$ cat src/bstp_pkg.sv
// Constants and types shared by the boundary-scan test port
package bstp_pkg;

    // ------------------------------------------------------------
    // Sizes
    // ------------------------------------------------------------
    localparam int CHAIN_LEN = 173;
    localparam int IR_W = 4;
    localparam int ID_W = 32;
    localparam int GROUPS = 4;
    localparam int TMS_RESET_COUNT = 5;

    // ------------------------------------------------------------
    // Chain positions of the embedded control cells, counted from 1
    // ------------------------------------------------------------
    localparam int CTRL_POS_A = 26;
    localparam int CTRL_POS_B = 73;
    localparam int CTRL_POS_C = 113;
    localparam int CTRL_POS_D = 153;

    // ------------------------------------------------------------
    // Instruction codes
    // ------------------------------------------------------------
    localparam logic [IR_W-1:0] INSTR_EXTEST = 4'h0;
    localparam logic [IR_W-1:0] INSTR_SAMPLE = 4'h1;
    localparam logic [IR_W-1:0] INSTR_IDCODE = 4'h2;
    localparam logic [IR_W-1:0] INSTR_BYPASS = 4'hf;

    // Identification value is arbitrary; bit 0 must stay one
    localparam logic [ID_W-1:0] ID_VALUE = 32'h0a5a_5001;

    // ------------------------------------------------------------
    // Values after reset
    // ------------------------------------------------------------
    localparam logic [CHAIN_LEN-1:0] CHAIN_RESET = '1;
    localparam logic [GROUPS-1:0] GROUP_OE_RESET = 4'hf;
    localparam logic [2:0] TMS_CNT_RESET = 3'h0;

    // ------------------------------------------------------------
    // Controller states
    // ------------------------------------------------------------
    typedef enum logic [15:0] {
        TAP_RESET = 16'h0001,
        TAP_IDLE = 16'h0002,
        TAP_SELDR = 16'h0004,
        TAP_CAPDR = 16'h0008,
        TAP_SHDR = 16'h0010,
        TAP_EX1DR = 16'h0020,
        TAP_PSDR = 16'h0040,
        TAP_EX2DR = 16'h0080,
        TAP_UPDR = 16'h0100,
        TAP_SELIR = 16'h0200,
        TAP_CAPIR = 16'h0400,
        TAP_SHIR = 16'h0800,
        TAP_EX1IR = 16'h1000,
        TAP_PSIR = 16'h2000,
        TAP_EX2IR = 16'h4000,
        TAP_UPIR = 16'h8000
    } bstp_tap_t;

endpackage

$ cat src/bstp_sync.sv
// Two-stage synchroniser for levels arriving from outside the clock domain
`timescale 1ns/10ps
module bstp_sync #(
    parameter int WIDTH = 1
) (
    input wire logic core_clk,           // Core clock
    input wire logic rst_b,              // Synchronous reset, active low
    input wire logic [WIDTH-1:0] asyncIn, // Levels from pins
    output logic [WIDTH-1:0] syncOut     // Levels in the core domain
);

    logic [WIDTH-1:0] stageOne_reg;

    // First stage is read only by the second
    always_ff @(posedge core_clk) begin
        if (!rst_b) begin
            stageOne_reg <= '0;
            syncOut <= '0;
        end else begin
            stageOne_reg <= asyncIn;
            syncOut <= stageOne_reg;
        end
    end

endmodule

$ cat src/bstp_chain.sv
// Boundary chain: one capture/shift stage and one update stage per cell
`timescale 1ns/10ps
module bstp_chain (
    input wire logic core_clk,                           // Core clock
    input wire logic rst_b,                              // Synchronous reset, active low
    input wire logic captureEn,                          // Parallel capture strobe
    input wire logic shiftEn,                            // Serial shift strobe
    input wire logic updateEn,                           // Update strobe
    input wire logic serialIn,                           // Test data in
    input wire logic [bstp_pkg::CHAIN_LEN-1:0] capData,  // Pin levels to capture
    output logic serialOut,                              // Last cell, toward test data out
    output logic [bstp_pkg::CHAIN_LEN-1:0] updData       // Held update values
);

    logic [bstp_pkg::CHAIN_LEN-1:0] shift_reg;

    // ------------------------------------------------------------
    // Cells; index 0 is position 1, nearest test data in
    // ------------------------------------------------------------
    genvar i;
    generate
        for (i = 0; i < bstp_pkg::CHAIN_LEN; i++) begin : gCell
            logic prevBit;
            if (i == 0) begin : gFirst
                assign prevBit = serialIn;
            end else begin : gRest
                assign prevBit = shift_reg[i-1];
            end
            // Bidirectional pins share one combined cell
            always_ff @(posedge core_clk) begin
                if (!rst_b) begin
                    shift_reg[i] <= bstp_pkg::CHAIN_RESET[i];
                    updData[i] <= bstp_pkg::CHAIN_RESET[i];
                end else begin
                    if (captureEn) begin
                        shift_reg[i] <= capData[i];
                    end else if (shiftEn) begin
                        shift_reg[i] <= prevBit;
                    end
                    if (updateEn) begin
                        updData[i] <= shift_reg[i];
                    end
                end
            end
        end
    endgenerate

    assign serialOut = shift_reg[bstp_pkg::CHAIN_LEN-1];

endmodule

$ cat src/bstp_top.sv
// Boundary-scan test port: controller, instruction, identification, bypass
`timescale 1ns/10ps

// Notes on behaviour
// - Controller moves on test clock rising edges and is held in reset while the port is disabled; starts in reset state.
// - Five rising edges with mode select high reach the reset state.
// - Instruction register is four bits, least significant bit shifts out first.
// - Capture of the instruction register loads the identification instruction.
// - Boundary chain is one serial path through every non-test pin and control cell.
// - Identification register is 32 bits, fixed code, captured and shifted.
// - Bypass gives a one-stage path with one test clock of delay.
// - Sample captures pin states and preloads cells, pins keep normal operation.
// - Extest drives outputs from cells; inputs and driven outputs are captured.
// - Identification instruction puts identification register between data in and out.
// - Chain is exactly 173 cells; tester gives that many shift clocks.
// - Each bidirectional pin has one combined capture and drive cell.
// - Position 1 sits at data in; the last cell sits at data out.
// - Control cells are active low: zero enables the group drivers.
// - Cell 26 governs pins 106 to 155, cell 73 pins 158 to 200.
// - The four shared test pins have no cells in the chain.
// - Enable pin is dedicated; the other four test signals share pins.
// - With enable high, three shared pins act as clock, data in, mode select.
module bstp_top (
    input wire logic core_clk,                             // 100 MHz core clock
    input wire logic rst_b,                                // Synchronous reset, active low
    input wire logic testPortEnable,                       // Dedicated test port enable pin
    input wire logic dmaChanTwoAckPin,                     // Shared pin, test clock
    input wire logic dmaAddrEnablePin,                     // Shared pin, test data in
    input wire logic termCountPin,                         // Shared pin, mode select
    input wire logic [bstp_pkg::CHAIN_LEN-1:0] padIn,      // Pad levels per cell
    input wire logic [bstp_pkg::CHAIN_LEN-1:0] coreOut,    // Functional values per cell
    input wire logic [bstp_pkg::GROUPS-1:0] coreGroupOeB,  // Functional group enables, low
    output logic tdoOut,                                   // Test data out
    output logic tdoOe,                                    // Test data out drive enable
    output logic [bstp_pkg::CHAIN_LEN-1:0] padOut,         // Values toward the pads
    output logic [bstp_pkg::GROUPS-1:0] groupOeB           // Group drive enables, low
);

    // ------------------------------------------------------------
    // Pin sampling
    // ------------------------------------------------------------
    logic [3:0] pinSync;
    logic [bstp_pkg::CHAIN_LEN-1:0] padSync;
    logic enSync;
    logic tckSync;
    logic tdiSync;
    logic tmsSync;
    logic tckPrev_reg;
    logic tckRise;
    logic tckFall;

    // Test pins have no chain cells; only the enable is dedicated
    bstp_sync #(.WIDTH(4)) uPinSync (
        .core_clk(core_clk),
        .rst_b(rst_b),
        .asyncIn({testPortEnable, dmaChanTwoAckPin, dmaAddrEnablePin, termCountPin}),
        .syncOut(pinSync)
    );

    bstp_sync #(.WIDTH(bstp_pkg::CHAIN_LEN)) uPadSync (
        .core_clk(core_clk),
        .rst_b(rst_b),
        .asyncIn(padIn),
        .syncOut(padSync)
    );

    assign enSync = pinSync[3];
    assign tckSync = pinSync[2];
    assign tdiSync = pinSync[1];
    assign tmsSync = pinSync[0];

    always_ff @(posedge core_clk) begin
        if (!rst_b) begin
            tckPrev_reg <= 1'b0;
        end else begin
            tckPrev_reg <= tckSync;
        end
    end

    // Shared pins count as test signals only while enabled
    assign tckRise = enSync & tckSync & ~tckPrev_reg;
    assign tckFall = enSync & ~tckSync & tckPrev_reg;

    // ------------------------------------------------------------
    // Controller
    // ------------------------------------------------------------
    bstp_pkg::bstp_tap_t state_reg;
    bstp_pkg::bstp_tap_t state_next;

    always_comb begin
        state_next = state_reg;
        unique case (state_reg)
            bstp_pkg::TAP_RESET: state_next = tmsSync ? bstp_pkg::TAP_RESET : bstp_pkg::TAP_IDLE;
            bstp_pkg::TAP_IDLE: state_next = tmsSync ? bstp_pkg::TAP_SELDR : bstp_pkg::TAP_IDLE;
            bstp_pkg::TAP_SELDR: state_next = tmsSync ? bstp_pkg::TAP_SELIR : bstp_pkg::TAP_CAPDR;
            bstp_pkg::TAP_CAPDR: state_next = tmsSync ? bstp_pkg::TAP_EX1DR : bstp_pkg::TAP_SHDR;
            bstp_pkg::TAP_SHDR: state_next = tmsSync ? bstp_pkg::TAP_EX1DR : bstp_pkg::TAP_SHDR;
            bstp_pkg::TAP_EX1DR: state_next = tmsSync ? bstp_pkg::TAP_UPDR : bstp_pkg::TAP_PSDR;
            bstp_pkg::TAP_PSDR: state_next = tmsSync ? bstp_pkg::TAP_EX2DR : bstp_pkg::TAP_PSDR;
            bstp_pkg::TAP_EX2DR: state_next = tmsSync ? bstp_pkg::TAP_UPDR : bstp_pkg::TAP_SHDR;
            bstp_pkg::TAP_UPDR: state_next = tmsSync ? bstp_pkg::TAP_SELDR : bstp_pkg::TAP_IDLE;
            bstp_pkg::TAP_SELIR: state_next = tmsSync ? bstp_pkg::TAP_RESET : bstp_pkg::TAP_CAPIR;
            bstp_pkg::TAP_CAPIR: state_next = tmsSync ? bstp_pkg::TAP_EX1IR : bstp_pkg::TAP_SHIR;
            bstp_pkg::TAP_SHIR: state_next = tmsSync ? bstp_pkg::TAP_EX1IR : bstp_pkg::TAP_SHIR;
            bstp_pkg::TAP_EX1IR: state_next = tmsSync ? bstp_pkg::TAP_UPIR : bstp_pkg::TAP_PSIR;
            bstp_pkg::TAP_PSIR: state_next = tmsSync ? bstp_pkg::TAP_EX2IR : bstp_pkg::TAP_PSIR;
            bstp_pkg::TAP_EX2IR: state_next = tmsSync ? bstp_pkg::TAP_UPIR : bstp_pkg::TAP_SHIR;
            bstp_pkg::TAP_UPIR: state_next = tmsSync ? bstp_pkg::TAP_SELDR : bstp_pkg::TAP_IDLE;
            default: state_next = bstp_pkg::TAP_RESET;
        endcase
    end

    // Disabled port is parked in reset so re-enabling starts clean
    always_ff @(posedge core_clk) begin
        if (!rst_b || !enSync) begin
            state_reg <= bstp_pkg::TAP_RESET;
        end else if (tckRise) begin
            state_reg <= state_next;
        end
    end

    // ------------------------------------------------------------
    // Instruction register
    // ------------------------------------------------------------
    logic [bstp_pkg::IR_W-1:0] irShift_reg;
    logic [bstp_pkg::IR_W-1:0] instr_reg;
    logic [bstp_pkg::IR_W-1:0] instr_next;

    always_ff @(posedge core_clk) begin
        if (!rst_b) begin
            irShift_reg <= bstp_pkg::INSTR_IDCODE;
        end else if (tckRise && state_reg == bstp_pkg::TAP_CAPIR) begin
            irShift_reg <= bstp_pkg::INSTR_IDCODE;
        end else if (tckRise && state_reg == bstp_pkg::TAP_SHIR) begin
            irShift_reg <= {tdiSync, irShift_reg[bstp_pkg::IR_W-1:1]};
        end
    end

    // Unknown codes fall back to bypass
    always_comb begin
        unique case (irShift_reg)
            bstp_pkg::INSTR_EXTEST: instr_next = bstp_pkg::INSTR_EXTEST;
            bstp_pkg::INSTR_SAMPLE: instr_next = bstp_pkg::INSTR_SAMPLE;
            bstp_pkg::INSTR_IDCODE: instr_next = bstp_pkg::INSTR_IDCODE;
            default: instr_next = bstp_pkg::INSTR_BYPASS;
        endcase
    end

    always_ff @(posedge core_clk) begin
        if (!rst_b || state_reg == bstp_pkg::TAP_RESET) begin
            instr_reg <= bstp_pkg::INSTR_IDCODE;
        end else if (tckRise && state_reg == bstp_pkg::TAP_UPIR) begin
            instr_reg <= instr_next;
        end
    end

    // ------------------------------------------------------------
    // Identification and bypass stages
    // ------------------------------------------------------------
    logic [bstp_pkg::ID_W-1:0] idShift_reg;
    logic bypass_reg;
    logic capDr;
    logic shDr;

    assign capDr = tckRise && state_reg == bstp_pkg::TAP_CAPDR;
    assign shDr = tckRise && state_reg == bstp_pkg::TAP_SHDR;

    always_ff @(posedge core_clk) begin
        if (!rst_b) begin
            idShift_reg <= bstp_pkg::ID_VALUE;
        end else if (instr_reg == bstp_pkg::INSTR_IDCODE) begin
            if (capDr) begin
                idShift_reg <= bstp_pkg::ID_VALUE;
            end else if (shDr) begin
                idShift_reg <= {tdiSync, idShift_reg[bstp_pkg::ID_W-1:1]};
            end
        end
    end

    always_ff @(posedge core_clk) begin
        if (!rst_b) begin
            bypass_reg <= 1'b0;
        end else if (instr_reg == bstp_pkg::INSTR_BYPASS) begin
            if (capDr) begin
                bypass_reg <= 1'b0;
            end else if (shDr) begin
                bypass_reg <= tdiSync;
            end
        end
    end

    // ------------------------------------------------------------
    // Boundary chain
    // ------------------------------------------------------------
    logic chainSel;
    logic chainOut;
    logic [bstp_pkg::CHAIN_LEN-1:0] chainUpd;
    logic [bstp_pkg::GROUPS-1:0] ctrlUpd;
    logic extestOn;

    assign chainSel = instr_reg == bstp_pkg::INSTR_SAMPLE || instr_reg == bstp_pkg::INSTR_EXTEST;
    assign extestOn = instr_reg == bstp_pkg::INSTR_EXTEST;

    bstp_chain uChain (
        .core_clk(core_clk),
        .rst_b(rst_b),
        .captureEn(chainSel && capDr),
        .shiftEn(chainSel && shDr),
        .updateEn(chainSel && tckRise && state_reg == bstp_pkg::TAP_UPDR),
        .serialIn(tdiSync),
        .capData(padSync),
        .serialOut(chainOut),
        .updData(chainUpd)
    );

    assign ctrlUpd = {chainUpd[bstp_pkg::CTRL_POS_D-1], chainUpd[bstp_pkg::CTRL_POS_C-1],
                      chainUpd[bstp_pkg::CTRL_POS_B-1], chainUpd[bstp_pkg::CTRL_POS_A-1]};

    // Only extest takes the pads; sample leaves them functional
    always_ff @(posedge core_clk) begin
        if (!rst_b) begin
            padOut <= '0;
        end else begin
            padOut <= extestOn ? chainUpd : coreOut;
        end
    end

    // Bit 0 is cell 26 (pins 106-155), bit 1 cell 73 (pins 158-200)
    always_ff @(posedge core_clk) begin
        if (!rst_b) begin
            groupOeB <= bstp_pkg::GROUP_OE_RESET;
        end else begin
            groupOeB <= extestOn ? ctrlUpd : coreGroupOeB;
        end
    end

    // ------------------------------------------------------------
    // Test data out
    // ------------------------------------------------------------
    logic tdoSel;
    logic inShift;

    always_comb begin
        if (state_reg == bstp_pkg::TAP_SHIR) begin
            tdoSel = irShift_reg[0];
        end else if (instr_reg == bstp_pkg::INSTR_IDCODE) begin
            tdoSel = idShift_reg[0];
        end else if (chainSel) begin
            tdoSel = chainOut;
        end else begin
            tdoSel = bypass_reg;
        end
    end

    assign inShift = state_reg == bstp_pkg::TAP_SHIR || state_reg == bstp_pkg::TAP_SHDR;

    always_ff @(posedge core_clk) begin
        if (!rst_b || !enSync) begin
            tdoOut <= 1'b0;
            tdoOe <= 1'b0;
        end else if (tckFall) begin
            tdoOut <= tdoSel;
            tdoOe <= inShift;
        end
    end

    // ------------------------------------------------------------
    // Checks
    // ------------------------------------------------------------
    logic [2:0] tmsCnt_reg;

    always_ff @(posedge core_clk) begin
        if (!rst_b || !enSync) begin
            tmsCnt_reg <= bstp_pkg::TMS_CNT_RESET;
        end else if (tckRise) begin
            tmsCnt_reg <= tmsSync ? ((tmsCnt_reg == 3'h7) ? tmsCnt_reg : tmsCnt_reg + 3'h1) : 3'h0;
        end
    end

    AST_TMS_FIVE: assert property (@(posedge core_clk) disable iff (!rst_b)
        (tckRise && tmsSync && tmsCnt_reg >= 3'(bstp_pkg::TMS_RESET_COUNT - 1))
        |=> state_reg == bstp_pkg::TAP_RESET)
        else $error("Five high mode selects did not reach reset");
    AST_ONE_HOT: assert property (@(posedge core_clk) disable iff (!rst_b)
        $onehot(state_reg))
        else $error("Controller state not one-hot");
    AST_NO_MOVE: assert property (@(posedge core_clk) disable iff (!rst_b)
        (!tckRise && enSync && $past(enSync)) |=> $stable(state_reg))
        else $error("State moved without a test clock rise");
    AST_IR_CAPTURE: assert property (@(posedge core_clk) disable iff (!rst_b)
        (tckRise && state_reg == bstp_pkg::TAP_CAPIR) |=> irShift_reg == bstp_pkg::INSTR_IDCODE)
        else $error("Instruction capture did not load identification code");
    AST_IR_SHIFT: assert property (@(posedge core_clk) disable iff (!rst_b)
        (tckRise && state_reg == bstp_pkg::TAP_SHIR)
        |=> irShift_reg == {$past(tdiSync), $past(irShift_reg[3:1])})
        else $error("Instruction shift wrong");
    AST_ID_CAPTURE: assert property (@(posedge core_clk) disable iff (!rst_b)
        (capDr && instr_reg == bstp_pkg::INSTR_IDCODE) |=> idShift_reg == bstp_pkg::ID_VALUE)
        else $error("Identification value not captured");
    AST_BYPASS_SEL: assert property (@(posedge core_clk) disable iff (!rst_b)
        (tckRise && state_reg == bstp_pkg::TAP_UPIR && irShift_reg[3:2] != 2'h0)
        |=> instr_reg == bstp_pkg::INSTR_BYPASS)
        else $error("Unassigned code did not select bypass");
    AST_BYPASS_PATH: assert property (@(posedge core_clk) disable iff (!rst_b)
        (shDr && instr_reg == bstp_pkg::INSTR_BYPASS) |=> bypass_reg == $past(tdiSync))
        else $error("Bypass stage did not take data in");
    AST_TDO_SHIFT: assert property (@(posedge core_clk) disable iff (!rst_b)
        (tckFall && !inShift) |=> !tdoOe)
        else $error("Data out enabled outside shift states");
    AST_CTRL_EXTEST: assert property (@(posedge core_clk) disable iff (!rst_b)
        (extestOn && $past(extestOn)) |-> groupOeB == $past(ctrlUpd))
        else $error("Group enables not taken from control cells");
    AST_SAMPLE_PASS: assert property (@(posedge core_clk) disable iff (!rst_b)
        (instr_reg == bstp_pkg::INSTR_SAMPLE) |=> padOut == $past(coreOut))
        else $error("Sample disturbed the pads");

endmodule

$ cat config.mk
export PLATFORM = sky130hd
export DESIGN_NAME = bstp_top
export DESIGN_NICKNAME = d
export VERILOG_FILES = /design/src/bstp_pkg.sv /design/src/bstp_sync.sv /design/src/bstp_chain.sv /design/src/bstp_top.sv
export SDC_FILE = /design/constraint.sdc
export NUM_CORES = 2
export LEC_CHECK = 0
export BUFFER_PORTS_ARGS = -buffer_cell sky130_fd_sc_hd__buf_2
export CAP_MARGIN = 10
export CORE_MARGIN = 5
export CORE_UTILIZATION = 45
export DETAILED_ROUTE_END_ITERATION = 7
export PLACE_DENSITY = 0.75
export SLEW_MARGIN = 25
export SYNTH_ARGS = -nofsm -noshare
export SYNTH_HDL_FRONTEND = slang
export SYNTH_SLANG_ARGS = --single-unit
$ cat constraint.sdc
create_clock -name core_clk -period 3.32 [get_ports core_clk]
set_clock_uncertainty 0.05 [all_clocks]
set_input_delay 0.83 -clock core_clk [delete_from_list [all_inputs] [get_ports core_clk]]
set_output_delay 0.83 -clock core_clk [all_outputs]
set_load 0.02 [all_outputs]
Yosys cells after proc, flatten, opt, wreduce, memory -nomap -nowiden
Cells that the tools add are included.
{"block": "word_totals", "register_bits": 937, "in_bits": 356, "word_cells": 782}
{"block": "classes", "n_eq_ne": 21, "n_mux": 369, "bitwise": 7, "reduce_logical": 25}
{"op": "$mux 1", "n": 351}
{"op": "$pmux 16 s12", "n": 1}
{"op": "$mux 173", "n": 1}
{"op": "$mux 32", "n": 2}
{"op": "$mux 16", "n": 2}
{"op": "$mux 9", "n": 2}
{"op": "$eq 16x1->1 const B", "n": 1}
{"op": "$eq 16x10->1 const B", "n": 1}
{"op": "$eq 16x11->1 const B", "n": 1}
{"op": "$eq 16x12->1 const B", "n": 1}
{"op": "$eq 16x13->1 const B", "n": 1}
{"op": "$eq 16x14->1 const B", "n": 1}
{"op": "$eq 16x15->1 const B", "n": 1}
{"op": "$eq 16x16->1 const B", "n": 1}
{"op": "$eq 16x2->1 const B", "n": 1}
{"op": "$eq 16x3->1 const B", "n": 1}
{"op": "$eq 16x4->1 const B", "n": 1}
{"op": "$eq 16x5->1 const B", "n": 1}
{"op": "$eq 16x6->1 const B", "n": 1}
{"op": "$eq 16x7->1 const B", "n": 1}
{"op": "$eq 16x8->1 const B", "n": 1}
{"op": "$eq 16x9->1 const B", "n": 1}
{"op": "$mux 15", "n": 1}
{"op": "$mux 13", "n": 1}
{"op": "21 further kinds", "n": 45}

Longest topological paths before layout
{"block": "depth", "word_depth": 6, "ltp_mapped": 9, "mapped_depth_nobuf": 5}

Cells and area by module
From an unflattened synthesis, not the netlist that was laid out.
{"block": "unflattened", "cells_unflattened": 3150, "hier_area_um2": 32372.3}
{"module": "bstp_chain", "n_inst": 1, "cells_per_inst": 1326, "area_each_um2": 14107.3, "seq_area_each_um2": 6926.6}
{"module": "bstp_sync (uPadSync)", "n_inst": 1, "cells_per_inst": 730, "area_each_um2": 9288.9, "seq_area_each_um2": 6926.6}
{"module": "bstp_top", "n_inst": 1, "cells_per_inst": 1078, "area_each_um2": 8765.9, "seq_area_each_um2": 4724.5}
{"module": "bstp_sync (uPinSync)", "n_inst": 1, "cells_per_inst": 16, "area_each_um2": 210.2, "seq_area_each_um2": 160.2}

Least setup slack after synthesis
Ideal clock, no wire load.
{"block": "synth_path", "kind": "input to register", "start": "input rst_b", "end": "register uChain.shift_reg (netlist bit uChain.gCell[100].prevBit)", "setup_ns": 0.148, "arrival_ns": 2.138, "required_ns": 3.122, "setup_slack_ns": 0.984, "stages": 5, "path_buffers": 4, "path_cell_list": "clkbuf_1 -> clkbuf_1 -> clkbuf_1 -> clkbuf_1 -> o211ai_2"}
{"element": "start: declaration", "line": "bstp_top.sv:25", "rtl": "input wire logic rst_b,"}
{"element": "end signal: indexed assignment", "line": "bstp_chain.sv:32", "rtl": "shift_reg[i] <= bstp_pkg::CHAIN_RESET[i];"}
{"element": "end signal: indexed assignment", "line": "bstp_chain.sv:36", "rtl": "shift_reg[i] <= capData[i];"}
{"element": "end signal: indexed assignment", "line": "bstp_chain.sv:38", "rtl": "shift_reg[i] <= prevBit;"}
{"element": "end: declaration", "line": "bstp_chain.sv:15", "rtl": "logic [bstp_pkg::CHAIN_LEN-1:0] shift_reg;"}
No word-level cell between the ends.

Final worst setup path
{"block": "layout_path", "start": "register state_reg[0]", "end": "register uChain.shift_reg (netlist bit uChain.gCell[95].prevBit)"}
{"block": "layout_between", "elab_chain_len": 4}
{"element": "start: declaration", "line": "bstp_top.sv:87", "rtl": "bstp_pkg::bstp_tap_t state_reg;"}
{"element": "start signal: assignment", "line": "bstp_top.sv:116", "rtl": "state_reg <= bstp_pkg::TAP_RESET;"}
{"element": "start signal: assignment", "line": "bstp_top.sv:118", "rtl": "state_reg <= state_next;"}
{"element": "$eq 16x4->1 / $eq 16x5->1 (equally long branches)", "line": "bstp_top.sv:165, bstp_top.sv:166"}
{"element": "$logic_and 1x1->1 (on tied branches)", "line": "bstp_top.sv:165, bstp_top.sv:166"}
{"element": "$logic_and 1x1->1 (on tied branches)", "line": "bstp_top.sv:207, bstp_top.sv:208"}
{"element": "$mux 1 / $reduce_bool 2->1 (equally long branches)"}
Parallel ways exist; a longest one is shown, timed or not.
A chain may end at the register's enable or synchronous reset.

==> impl_summary.md <==
Clock tree
Counting along the longest clock path gives a buffer depth of 3. The number of gates given a new drive strength after cts is 0. After clock tree synthesis, the setup repair step added 0 buffers. The total clock sinks is 936. CTS built an H-tree with a depth of 3. TritonCTS built the clock tree. The clock root buffer is clkbuf_16.

The later-pin clock latency in the skew report is 0.64 ns. The number of buffers added to fix hold violations after cts is 0. The clock input transition at the sequential cells of the worst setup and hold paths is 0.06 ns. The number of buffers inserted during clock tree synthesis is 93.

Yosys
In this run, synthesis inferred 0 flip-flops with an integrated enable. The most instantiated flip-flop cell in the synthesis netlist is dfxtp_1. The sequential cell area fraction in the yosys report is 58.46%. A synthesized cell averages 9.416 um^2.

Synthesis produced a netlist with a net count of 3760. Summed over all instances, the cell type with the most area after synthesis is dfxtp_1. The post-synthesis instance total is 3404.

The register bit count reported by yosys is 936. By area the synthesized netlist is led by dfxtp_1, nand2_1, and2_1. The share of synthesized registers carrying an async set or reset is 0%. Yosys printed 0 warnings. The synthesized netlist occupies a cell area of 32050 um^2. The synthesized netlist contains 57 unique library cells. The area fraction of the dominant cell type after synthesis is 58.46%.

Route
The detailed router placed 24439 vias in this run. For this run, design rule violations remaining after detail routing come to 0. The routed wire length is 80610 um. The count of nets left with antenna violations after detail routing is 0. The per-cell via count in the routed design is 5.041.

The count of routing violations after the opening detailed-route iteration is 1752. The number of iterations in the first detailed-routing pass is 5. Dividing the detail-routed wire length by the instance count gives 16.63 um.

Placement
After detailed placement, the design holds a cell count of 4656. Summed over all nets, the half-perimeter wirelength after detailed placement is 53960 um. Timing analysis after detailed placement gives a worst setup slack of 0.5669 ns.

The port buffer count is 534. The weighted congestion reported at the end of routability-driven placement is 0.8775.

Worst hold path
The cell count of the worst hold path is 2. The worst min-delay path class is primary input to register.

STA
The number of endpoints failing setup at the final stage is 0. The final critical path takes up 86.45% of the cycle. The actual slew at the worst max-slew pin is 1.182 ns. In this run the tightest slew margin relative to its limit is 21.19%. Setup repair after global routing left no endpoint under its margin. Across all setup checks in the final design, the least slack found is 0.4499 ns. Static timing analysis puts the maximum clock frequency at 0.3484 GHz. The count of pins over their slew limit came to 0.

The hold violation count in the final report was 0. The final-layout setup total negative slack is 0 ns. After layout, the minimum clock period comes to 2.870 ns.

Worst setup path
STA classifies the critical path startpoint as a register. The logic depth of the worst register-to-register path is 6. The critical path capture point type is a register. The maximum fanout along the worst path is 198. For the worst setup path, the data arrival time is 3.29 ns. The endpoint required time on the critical path is 3.74 ns. The slowest cell on the critical path is nor4_1.

Walking the worst path, the cells encountered are nor4_1 > a22o_1 > nand3_4 > buf_12 > nand2_1 > o211ai_2. The setup path with the least slack is of type register to register. The largest stage delay on the critical path is 0.66 ns.

Power
Sequential cells account for 49.2% of the total power. VDD sags by at most 0.4341 mV. The portion of total power attributed to the clock network is 46.8%. In this run switching power makes up 21.10% of total power. The internal power component is 0.01867 W. The total leakage power is 17.93 nW. The combinational group share of total power is 4.0%. The power density over the cells is 610.0 nW/um^2. The net load switching power is 0.004992 W.

Final layout
The fraction of final layout cells sized beyond drive strength 1 is 22.09%. The number of standard cells in the final layout excluding fillers is 4848. At the end of the flow the core is filled with cells to 55.10%. After the last flow step, the layout net total stands at 4167. Relative to the synthesized area, the layout overhead comes to 21.00%.

Floorplan
For this configuration, the core starts out at a cell density of 45.54%. The die area is 76670 um^2. The count of pins on the block boundary is 535. The die height is 276.9 um. The number of placement rows is 97.

The core region is 70390 um^2. The floorplan step set the die width to 276.9 um.

Global routing
Global routing finished with a remaining overflow of 0. The number of antenna violations at the first check in global routing is 19. The total track usage is 20.07%. The number of global-route vias before repair was 23299. The first-pass GRT wire length is 127300 um. Entering global routing, the biggest net connects 199 pins.

Run
The number of maximum-capacitance constraint violations is 0.

Outcome
The run finished with clean final reports.
## layout by cell type (no fill, tap or decap), drive strengths merged, types with 13 or more instances in the layout
cell type	n
o21ai	16
buf	597
bufinv	13
o22ai	173
nand2	902
nor2	39
nand3	205
clkinv	23
a21boi	197
diode	19
and2	358
dfxtp	936
o211ai	176
clkbuf	131
nor3	19
## kinds of logic after synthesis
kind of cell / share of synthesized area [%]
AO/OA/AOI/OAI: 14.58
flip-flops: 58.46
XOR/XNOR: 0.1913
buffers and inverters: 3.790
AND/OR/NAND/NOR: 22.95
multiplexers: 0.03123
## worst paths after layout
path	start	to	slack [ns]
setup reg to reg	state_reg[0]	uChain.gCell[95].prevBit	0.45
hold / removal	padIn[14]	uPadSync.stageOne_reg[14]	0.34
hold reg to reg	uPadSync.stageOne_reg[128]	uPadSync.syncOut[128]	0.35
setup / recovery	state_reg[0]	uChain.gCell[95].prevBit	0.45
## synth_stat cells (2+ instances only)
master and number:
a22oi_1 9, nor3b_2 2, and4_1 3, dfxtp_1 936
nor4_2 3, o22ai_1 162, buf_6 4, o211ai_2 80
a21boi_0 176, nand2b_1 3, a22o_1 2, xnor2_1 5
a32oi_1 2, or4_1 4, o21ai_0 13, buf_1 10
nand2_1 902, o21ai_1 3, a21oi_1 9, nor3b_1 3
nor3_1 18, nor2_1 38, buf_4 9, buf_2 62
a21boi_1 21, nand3_1 204, and2_1 357, xor2_1 2
o211ai_1 96, nor4_1 8, and3_1 3, nand4_1 6
or3_1 3, nor4b_1 5, a211oi_1 5, o22ai_2 11
nor2b_1 6, clkbuf_1 200
## power groups by stage
stage	logic [W]	registers [W]	clock network, W
detailed placement	0.000951	0.0119	0
global placement	0.000942	0.0119	0
finish	0.000945	0.0116	0.0111
global route	0.00104	0.0117	0.0118
CTS	0.000956	0.0116	0.0113
floorplan	0.000370	0.0120	0
## critical path: cells and delay by family, from the launching register on
family / cells / cell delay [ns]
flip-flops: 1 / 0.41
AO/OA/AOI/OAI: 2 / 0.50
AND/OR/NAND/NOR: 3 / 1.10
buffers and inverters: 1 / 0.25
## layer usage
metal	GRT usage [%]	share of wire, %	vias to the layer above
li1	-	-	12228
met1	27.28	44	11329
met2	31.60	46	743
met3	3.937	6.2	139
met4	8.193	3.2	0
met5	0	0	-
## final cells by class
class | instances | area [um^2]
Clock inverter | 42 | 620.6
Clock buffer | 131 | 2683
Tap cell | 940 | 1176
Timing Repair Buffer | 597 | 3381
Fill cell | 6236 | 31610
Multi-Input combinational cell | 2182 | 12140
Antenna cell | 19 | 47.55
Sequential cell | 936 | 18740
Inverter | 1 | 3.754
## per-stage QoR
stage          hold slack [ns]  power (W)  area, um^2
2_1_floorplan           0.3619    0.01237       32050
3_3_place_gp            0.3631    0.01282       35430
3_5_place_dp            0.3669    0.01283       35430
4_1_cts                 0.2914    0.02390       38740
5_1_grt                 0.3072    0.02447       38780
6_report                0.3421    0.02366       38780
No activity file was read; power rests on OpenSTA's default activity.
